`src/prfa_map.vh`:
```
// Address map and constants for the paged register file decoder
`ifndef PRFA_MAP_VH
`define PRFA_MAP_VH
// Group numbers
`define PRFA_GROUP_NODIRECT 4'hd
`define PRFA_GROUP_SYS 4'he
`define PRFA_GROUP_PER 4'hf
// Pointer registers in the system group, as 16-bit word indices
`define PRFA_WORD_PTR_PAIR 7'h74
`define PRFA_WORD_PAGE 7'h75
// Pointer operation codes
`define PRFA_OP_GROUP 2'h0
`define PRFA_OP_LOW 2'h1
`define PRFA_OP_HIGH 2'h2
`define PRFA_OP_PAGE 2'h3
// Read source selects
`define PRFA_SRC_MEM 2'h0
`define PRFA_SRC_PER 2'h1
`define PRFA_SRC_PTR 2'h2
`define PRFA_SRC_PAGE 2'h3
// Reset values of the pointers
`define PRFA_RST_BLOCK 5'h00
`define PRFA_RST_PAGE 6'h00
`define PRFA_RST_SPLIT 1'b0
`endif

```
`src/prfa_regfile.v`:
```
// Paged register file address decoder with working pointers
`timescale 1ns/1ps
`default_nettype none
`include "prfa_map.vh"
module prfa_regfile #(
   parameter PAGE_W = 6
) (
   // Clock and reset
   input wire clk,
   input wire rst_n,
   // Register access request from the core
   input wire acc_valid,
   input wire acc_write,
   input wire acc_working,
   input wire [7:0] acc_addr,
   input wire [3:0] acc_index,
   input wire acc_double,
   input wire acc_bitop,
   input wire [2:0] acc_bit,
   input wire [15:0] acc_wdata,
   // Answer to the core
   output reg acc_ack,
   output reg acc_error,
   output reg [15:0] acc_rdata,
   // Pointer operations from the core
   input wire ptr_op_valid,
   input wire [1:0] ptr_op,
   input wire [5:0] ptr_op_arg,
   // Pointer state
   output reg [4:0] low_block_pointer,
   output reg [4:0] high_block_pointer,
   output reg split_mode,
   output reg [PAGE_W-1:0] peripheral_page_pointer,
   // Peripheral bank port, word wide with bit masks
   output wire per_valid,
   output wire per_write,
   output wire [PAGE_W-1:0] per_page,
   output wire [2:0] per_word,
   output wire [15:0] per_wmask,
   output wire [15:0] per_wdata,
   input wire [15:0] per_rdata
);
   // Request decode
   reg [7:0] byte_addr;
   reg refuse;
   reg [15:0] mask;
   reg [15:0] data;
   reg [1:0] src;

   // Pointer registers as seen through ordinary register addressing
   reg [15:0] ptr_word;
   reg [15:0] page_word;
   reg [15:0] next_ptr_word;
   reg [15:0] next_page_word;

   // Qualified strobes and storage read data
   wire take;
   wire wr_ok;
   wire mem_we;
   wire ptr_we;
   wire page_we;
   wire [15:0] mem_q;

   // First answer stage
   reg s1_valid;
   reg s1_err;
   reg [1:0] s1_src;
   reg s1_double;
   reg s1_odd;
   reg [15:0] s1_snap;

   // Answer word picked from the noted source
   reg [15:0] word;

   // Working index to full address; split mode uses two 8-register blocks
   always @*
   begin
      if (acc_working)
      begin
         if (!split_mode)
            byte_addr = {low_block_pointer[4:1], acc_index};
         else if (!acc_index[3])
            byte_addr = {low_block_pointer, acc_index[2:0]};
         else
            byte_addr = {high_block_pointer, acc_index[2:0]};
      end
      else
      begin
         // Direct addresses pass unchanged; refusal is decided apart
         byte_addr = acc_addr;
      end
   end

   // Refusal: direct into the hidden group, odd pair, direct or paired bit operation
   always @*
   begin
      refuse = 1'b0;
      // A refused access is still answered, so the core never stalls
      if (!acc_working && acc_addr[7:4] == `PRFA_GROUP_NODIRECT)
         refuse = 1'b1;
      if (acc_double && byte_addr[0])
         refuse = 1'b1;
      // Bit operations need the short index form and a single byte
      if (acc_bitop && (!acc_working || acc_double))
         refuse = 1'b1;
   end

   // Lane and mask: even byte sits in the high lane, odd byte in the low lane
   always @*
   begin
      if (acc_double)
      begin
         // Pair access: even byte in the high lane, odd byte in the low
         mask = 16'hffff;
         data = acc_wdata;
      end
      else if (acc_bitop)
      begin
         // One bit through the mask; the rest of the byte is kept
         mask = byte_addr[0] ? {8'h00, 8'h01 << acc_bit} :
                {8'h01 << acc_bit, 8'h00};
         data = {16{acc_wdata[0]}};
      end
      else
      begin
         mask = byte_addr[0] ? 16'h00ff : 16'hff00;
         data = {acc_wdata[7:0], acc_wdata[7:0]};
      end
   end

   // Source decode: peripheral window, pointer words, or plain storage
   always @*
   begin
      // Window first: pointer words sit in group 14, never in 15
      if (byte_addr[7:4] == `PRFA_GROUP_PER)
         src = `PRFA_SRC_PER;
      else if (byte_addr[7:1] == `PRFA_WORD_PTR_PAIR)
         src = `PRFA_SRC_PTR;
      else if (byte_addr[7:1] == `PRFA_WORD_PAGE)
         src = `PRFA_SRC_PAGE;
      else
         src = `PRFA_SRC_MEM;
   end

   // Only taken writes may touch state; a refused access changes nothing
   assign take = acc_valid & ~refuse;
   assign wr_ok = take & acc_write;
   assign mem_we = wr_ok && src == `PRFA_SRC_MEM;
   assign ptr_we = wr_ok && src == `PRFA_SRC_PTR;
   assign page_we = wr_ok && src == `PRFA_SRC_PAGE;

   // Pointer pair as seen on the bus: block in the top five bits
   always @*
   begin
      // Spare bits read as zero and ignore writes
      ptr_word = {low_block_pointer, 2'b00, split_mode,
                  high_block_pointer, 3'b000};
      page_word = {{(8-PAGE_W){1'b0}}, peripheral_page_pointer, 8'h00};
      next_ptr_word = (ptr_word & ~mask) | (data & mask);
      next_page_word = (page_word & ~mask) | (data & mask);
   end

   // Pointer registers; a pointer operation beats a same-cycle write
   always @(posedge clk or negedge rst_n)
   begin
      if (!rst_n)
      begin
         // Reset values are a choice; software sets pointers before use
         low_block_pointer <= `PRFA_RST_BLOCK;
         high_block_pointer <= `PRFA_RST_BLOCK;
         split_mode <= `PRFA_RST_SPLIT;
         peripheral_page_pointer <= `PRFA_RST_PAGE;
      end
      else if (ptr_op_valid)
      begin
         case (ptr_op)
            `PRFA_OP_GROUP:
            begin
               // Whole group: both blocks of group arg/2, no split
               // Odd and even arguments land in the same group
               low_block_pointer <= ptr_op_arg[4:0];
               high_block_pointer <= {ptr_op_arg[4:1], 1'b1};
               split_mode <= 1'b0;
            end
            `PRFA_OP_LOW:
            begin
               // Choosing one block alone implies split addressing
               low_block_pointer <= ptr_op_arg[4:0];
               split_mode <= 1'b1;
            end
            `PRFA_OP_HIGH:
            begin
               high_block_pointer <= ptr_op_arg[4:0];
               split_mode <= 1'b1;
            end
            `PRFA_OP_PAGE:
            begin
               // Page pointer only steers the window, never the blocks
               peripheral_page_pointer <= ptr_op_arg[PAGE_W-1:0];
            end
            default:
               split_mode <= split_mode;
         endcase
      end
      else if (ptr_we)
      begin
         // Written on the edge, steering the very next access
         low_block_pointer <= next_ptr_word[15:11];
         split_mode <= next_ptr_word[8];
         high_block_pointer <= next_ptr_word[7:3];
      end
      else if (page_we)
      begin
         peripheral_page_pointer <= next_page_word[8+PAGE_W-1:8];
      end
   end

   // Peripheral strobes are combinational so the bank sees the request
   // in the request cycle; the page pointer picks the pack
   assign per_valid = take && src == `PRFA_SRC_PER;
   assign per_write = per_valid & acc_write;
   assign per_page = peripheral_page_pointer;
   assign per_word = byte_addr[3:1];
   // Bank lanes follow the storage layout, even byte in the high lane
   assign per_wmask = mask;
   assign per_wdata = data;

   // General storage, 128 words of two bytes; group 15 words go unused
   // Write enable excludes the window and the pointer words
   prfa_store #(
      .AW(7),
      .DW(16)
   ) u_store (
      .clk(clk),
      .rst_n(rst_n),
      .addr(byte_addr[7:1]),
      .we(mem_we),
      .wmask(mask),
      .wdata(data),
      .rdata(mem_q)
   );

   // First answer stage: note source and lane while storage reads
   always @(posedge clk or negedge rst_n)
   begin
      if (!rst_n)
      begin
         s1_valid <= 1'b0;
         s1_err <= 1'b0;
         s1_src <= `PRFA_SRC_MEM;
         s1_double <= 1'b0;
         s1_odd <= 1'b0;
         s1_snap <= 16'h0000;
      end
      else
      begin
         s1_valid <= acc_valid;
         s1_err <= acc_valid & refuse;
         s1_src <= src;
         s1_double <= acc_double;
         s1_odd <= byte_addr[0];
         // Snapshot before the edge, so a pointer write returns old content
         s1_snap <= (src == `PRFA_SRC_PAGE) ? page_word : ptr_word;
      end
   end

   // Peripheral data are expected one cycle after the strobe
   // A slow bank would need a ready input here; none is provided
   always @*
   begin
      case (s1_src)
         `PRFA_SRC_MEM: word = mem_q;
         `PRFA_SRC_PER: word = per_rdata;
         default: word = s1_snap;
      endcase
   end

   // Second stage: byte extraction into the answer register
   always @(posedge clk or negedge rst_n)
   begin
      if (!rst_n)
      begin
         acc_ack <= 1'b0;
         acc_error <= 1'b0;
         acc_rdata <= 16'h0000;
      end
      else
      begin
         acc_ack <= s1_valid;
         acc_error <= s1_err;
         // Read data stand until the next answer
         if (!s1_valid)
            acc_rdata <= acc_rdata;
         else if (s1_err)
            acc_rdata <= 16'h0000;
         else if (s1_double)
            acc_rdata <= word;
         else if (s1_odd)
            acc_rdata <= {8'h00, word[7:0]};
         else
            acc_rdata <= {8'h00, word[15:8]};
      end
   end
endmodule
`default_nettype wire

```
`src/prfa_store.v`:
```
// Bit-masked storage array with registered read data
`timescale 1ns/1ps
`default_nettype none
module prfa_store #(
   parameter AW = 7,
   parameter DW = 16
) (
   // Clock and reset
   input wire clk,
   input wire rst_n,
   // Access port
   input wire [AW-1:0] addr,
   input wire we,
   input wire [DW-1:0] wmask,
   input wire [DW-1:0] wdata,
   output reg [DW-1:0] rdata
);
   reg [DW-1:0] mem [0:(1<<AW)-1];

   // Masked write keeps untouched bits, so bit operations need no read first
   always @(posedge clk)
   begin
      if (we)
         mem[addr] <= (mem[addr] & ~wmask) | (wdata & wmask);
   end

   // Read port returns the old word when read and write coincide
   always @(posedge clk or negedge rst_n)
   begin
      if (!rst_n)
         rdata <= {DW{1'b0}};
      else
         rdata <= mem[addr];
   end
endmodule
`default_nettype wire

```
`config.mk`:
```
export PLATFORM = sky130hd
export DESIGN_NAME = prfa_regfile
export DESIGN_NICKNAME = d
export VERILOG_FILES = /design/src/prfa_regfile.v /design/src/prfa_store.v
export VERILOG_INCLUDE_DIRS = /design/src /design/src/src
export SDC_FILE = /design/constraint.sdc
export NUM_CORES = 2
export LEC_CHECK = 0
export ABC_AREA = 1
export BUFFER_PORTS_ARGS = -buffer_cell sky130_fd_sc_hd__buf_2
export CORE_UTILIZATION = 40
export CTS_CLUSTER_DIAMETER = 60
export DETAILED_ROUTE_END_ITERATION = 16
export GPL_ROUTABILITY_DRIVEN = 1
export PLACE_DENSITY = 0.58
export REMOVE_ABC_BUFFERS = 1
export SLEW_MARGIN = 40
export SYNTH_ARGS = -nofsm -noshare
export SYNTH_HDL_FRONTEND = slang
export SYNTH_SLANG_ARGS = --single-unit
```
`constraint.sdc`:
```
create_clock -name clk -period 6.7 [get_ports clk]
set_clock_uncertainty 0.1 [all_clocks]
set_input_delay 1.34 -clock clk [delete_from_list [all_inputs] [get_ports clk]]
set_output_delay 1.34 -clock clk [all_outputs]
set_load 0.01 [all_outputs]
```
# Yosys cells after proc, flatten, opt, wreduce, memory -nomap -nowiden
# Memories as Yosys holds them, arrays and structs flattened.
# Cells that the tools add are included.
[totals] memories=1 register_bits=73 wordCells=100 mem_bits_rw=2048
[memory_table] name="u_store.mem" depth=128 word_bits=16 rd=1 rd_clocked_by_memory_dff=0 wr=1 line="prfa_store.v:18" text="reg [DW-1:0] mem [0:(1<<AW)-1];"
[op_classes] bitwise_logic=13 eq_ne=16 n_reduce_logical=20 n_mux=35 shifts=1
[ops] operator="2-to-1 mux 16 bit" n=9
[ops] operator="AND 16 bit" n=3
[ops] operator="2-to-1 mux 8 bit" n=4
[ops] operator="OR 16 bit" n=2
[ops] operator="one-hot mux 16 bit (2 select lines)" n=1
[ops] operator="2-to-1 mux 5 bit" n=5
[ops] operator="2-to-1 mux 6 bit" n=4
[ops] operator="NOT 16 bit" n=1
[ops] operator="AND 14 bit" n=1
[ops] operator="equality test 7 bit (second input constant)" n=2
[ops] operator="OR 14 bit" n=1
[ops] operator="one-hot mux 5 bit (2 select lines)" n=1
[ops] operator="equality test 2 bit (second input constant)" n=4
[ops] operator="equality test 4 bit (second input constant)" n=2
[ops] operator="<< shifter 1 x 3 -> 8 bit (first input constant)" n=1
[ops] operator="logical AND 1 bit" n=7
[ops] operator="2-to-1 mux 1 bit" n=7
[ops] operator="equality test 2 x 1 -> 1 bit (second input constant)" n=3
[ops] operator="zero test 2 bit" n=3
[ops] operator="2-to-1 mux 2 bit" n=3
[ops] operator="AND reduction 2 bit" n=3
[ops] operator="AND 1 bit" n=4
[ops] operator="inequality test 2 bit (second input constant)" n=2
[ops] operator="nonzero test 2 bit" n=2
[ops] operator="9 further kinds" n=10

# Longest topological paths before layout
[logic_depth] word_depth=13 mapped_depth=18

# Cells and area by module
# From an unflattened synthesis, not the netlist that was laid out.
[unflattened] cells_unflattened=9173 hier_area_um2=90682.0
[by_module_without_submodules] mod="prfa_store" cells_per_inst=8683 area_each_um2=87244.9 instances=1 seq_area_each_um2=61899.4
[by_module_without_submodules] mod="prfa_regfile" cells_per_inst=490 area_each_um2=3437.0 instances=1 seq_area_each_um2=1351.3

# Worst setup path before layout
# Ideal clock, no wire load.
[synth_timing] path_type="input -> register" startpoint="input port acc_working" endpoint="memory u_store.mem[0][6], data pin" slack_ps=1742 required_ps=6088 stages=16 n_path_buf=3 arrival_time_ps=4346 cell_sequence="buf_4 -> nand2_1 -> nand2_1 -> inv_2 -> clkbuf_1 -> clkbuf_1 -> nand2_1 -> nand3_1 -> nand3_1 -> nand2_1 -> nor2_1 -> nor2_1 -> nor2_1 -> nand2_1 -> nand2_1 -> nand2_1"
[synth_via] elab_chain_cells=7
[synth_lines] element="start, declared" line="prfa_regfile.v:14" text="input wire acc_working,"
[synth_lines] element="2-to-1 mux 8 bit *" line="prfa_regfile.v:78" text="if (acc_working)"
[synth_lines] element="branches (longest 5 deep; another with memory read (128 x 16 bit))"
[synth_lines] element="OR 16 bit *" line="prfa_store.v:24" text="mem[addr] <= (mem[addr] & ~wmask) | (wdata & wmask);"
[synth_lines] element="end, declared" line="prfa_store.v:18"
# Mark *: on every way between the ends.

# Worst setup path after layout
[layout_timing] startpoint="input port acc_working" endpoint="output port per_write"
[layout_via] elab_chain_cells=9
[layout_lines] element="branches (longest 7 deep; another with 2-to-1 mux 8 bit)"
[layout_lines] element="logical AND 1 bit (no source line) *"
[layout_lines] element="AND 1 bit *" line="prfa_regfile.v:221" text="assign per_write = per_valid & acc_write;"
[layout_lines] element="end, declared" line="prfa_regfile.v:36" text="output wire per_write,"
# Marked as above.

==> flow_metrics.tcl <==
set metrics [dict create \
    status "finished clean" \
    synth.distinct_cells 38 \
    cts_max_path_buffers 3 \
    tightest_slew_ps 878 \
    leakage_nw 43.7 \
    ctsResizeCount 0 \
    crit_path_start "acc_working" \
    ant_nets 0 \
    cts_buffers 222 \
    rsz0062_at_grt "no" \
    criticalPathCategory "in -> out" \
    core-area_um2 227000 \
    grt_overflow_total 0 \
    drive_above_1_share_pct 9.27 \
    ir_drop_mv 0.226 \
    cts_hold_buf 0 \
    die_h_um 481 \
    post-route-min-period_ps 5340 \
    cts_tree "built" \
    syn_inst 8827 \
    synth_seq_cells 2118 \
    cts-root-buf "clkbuf_16" \
    grt_pass1_wl_mm 415 \
    wl_per_cell_um 22.9 \
    grt_use_total_pct 24.4 \
    drc 0 \
    clkTransAtPathRegs_ps 60 \
    initial_utilization_pct 40.3 \
    syn-cell-area_um2 91700 \
    rr_worst_depth 16 \
    cts_htree_levels 4 \
    hold_path_class "in -> async" \
    powerDensity_nw_per_um2 302 \
    fin_crit_sh_pct 79.7 \
    synth_warnings 0 \
    yosysSeqAreaShare_pct 69.0 \
    die_w_um 481 \
    seqCellArea_um2 63300 \
    grt_max_degree 134 \
    reg2reg_setup_slack_ps 1990 \
    via_per_inst 5.26 \
    die_area_um2 231000 \
    final_design_area_no_fill_um2 106000 \
    gp_congestion 0.923 \
    slew_viol_final 0 \
    fill_cells 20700 \
    antenna_found_initial 22 \
    placed_area_um2 98500 \
    final-setup-viol-count 0 \
    multi_input_area_um2 23100 \
    reg2reg_to "u_store.mem[37][5]$_DFFE_PP_" \
    synth.avg_cell_area_um2 10.4 \
    area_delta_synth_final_pct 15.3 \
    crit_path_max_fanout 12 \
    insertion_delay_ps 890 \
    rows 175 \
    drt_pass1_iterations 7 \
    fmax_mhz 187 \
    hold_violations 0 \
    finalNetCount 9265 \
    port_buffers 140 \
    cts_sinks 2118 \
    grt_pass1_vias 61400 \
    slew_headroom_pct 41.5 \
    ios 141 \
    drtIter0Drc 7577 \
    hpwl_mm 169 \
    wl_mm 285 \
    cp-start-kind "primary input" \
    final.setup.tns_ps 0 \
    cp-end-kind "primary output" \
    drv_cap 0 \
    cp.arrival_ps 3900 \
    cts_setup_buffers 0 \
    num_vias 65300 \
    required_ps 5260 \
]
==> worst max-delay path by stage <==
stage | to | slack, ps | cells after the start
global route | per_wmask[1] | 1350 | 8
global placement | u_store.mem[28][4]$_DFFE_PP_ | 850 | 18
detailed placement | u_store.mem[87][6]$_DFFE_PP_ | 820 | 17
CTS | per_wmask[1] | 1460 | 8
finish | per_write | 1360 | 8
floorplan | u_store.mem[0][4]$_DFFE_PP_ | -29360 | 14
==> layout make-up <==
class | instances | area share, %
Antenna cell | 12 | 0.0284
Clock buffer | 297 | 5.71
Clock inverter | 121 | 1.05
Inverter | 1005 | 3.58
Multi-Input combinational cell | 5352 | 21.9
Sequential cell | 2118 | 59.8
Tap cell | 3009 | 3.56
Timing Repair Buffer | 499 | 4.36
==> cells by family after synthesis <==
kind of cell | Yosys count | synth area share [%]
buffers and inverters | 1516 | 6.63
AND/OR/NAND/NOR | 5076 | 23.6
other | 1 | 0.00409
flip-flops | 2118 | 69.0
AO/OA/AOI/OAI | 112 | 0.729
adder cells (fa/ha/maj) | 4 | 0.0546
==> layer usage <==
layer,wire length [um],vias up,global-route usage [%]
met5,69,-,0
li1,-,29900,-
met3,26400,549,4.62
met4,10900,10,9.28
met1,117000,31800,33.7
met2,130000,3006,38.0
==> sequential cells by signal (all words and copies together), names as in the netlist, named ones only <==
signal / flops
acc_ack: 1
acc_error: 1
acc_rdata: 16
s1_double: 1
s1_err: 1
s1_odd: 1
s1_snap: 13
s1_src: 2
s1_valid: 1
u_store.mem: 2048
u_store.rdata: 16
==> per-stage QoR <==
stage               setup slack [ps]  hold slack [ps]  instances  utilization (%)  power (mW)
floorplan                     -29360              254       8475                -        18.3
global placement                 847              270      12000             43.3        20.0
detailed placement               823              274      12000             43.3        20.0
CTS                             1460              126      12400             46.4        32.1
global route                    1350              155      12400             46.5        32.9
finish                          1360              180      12400             46.5        31.9
==> cell usage in the layout, fill, tap and decap left out, drive strengths merged, types with 2 or more instances in the layout <==
master     n
o31ai      7
or2        3
a32o       5
diode     12
bufinv    14
nand3   1662
nand2   2995
nand3b    97
a221oi     3
inv     1013
nor2     315
buf      499
a21oi     16
o22ai     11
o21bai     6
nor3       3
a22oi      2
o221ai     2
edfxtp  2048
clkbuf   297
ha         4
conb     160
o21ai     59
dfrtp     70
clkinv    98
==> critical path, stage by stage <==
cell,delay (ps)
buf_2,420
inv_2,250
a21oi_1,210
a22oi_1,150
nor2_2,680
nand2_1,430
nor3_1,220
buf_2,160
==> synthesized netlist by cell type, drive strengths merged <==
master / number / area (um^2)
nand2: 2995 / 11300
edfxtp: 2048 / 61500
nand3: 1662 / 8330
inv: 1001 / 3760
nor2: 315 / 1240
buf: 277 / 1420
clkbuf: 234 / 878
nand3b: 97 / 728
dfrtp: 70 / 1750
o21ai: 59 / 303
a21oi: 16 / 83.8
o22ai: 11 / 68.8
o31ai: 7 / 52.6
o21bai: 6 / 45.0
a32o: 5 / 50.1
clkinv: 4 / 15.0
ha: 4 / 50.1
a221oi: 3 / 26.3
nor3: 3 / 20.0
or2: 3 / 18.8
a22oi: 2 / 15.0
o221ai: 2 / 17.5
a31oi: 1 / 6.26
and2: 1 / 6.26
conb: 1 / 3.75
==> where the power goes <==
part	leakage [nW]	switching (mW)	internal, mW
Combinational	20.6	3.24	1.04
Clock	3.50	5.28	6.88
Sequential	19.6	0.147	15.4
Total	43.7	8.66	23.3
(Power assumes the default switching activity.)
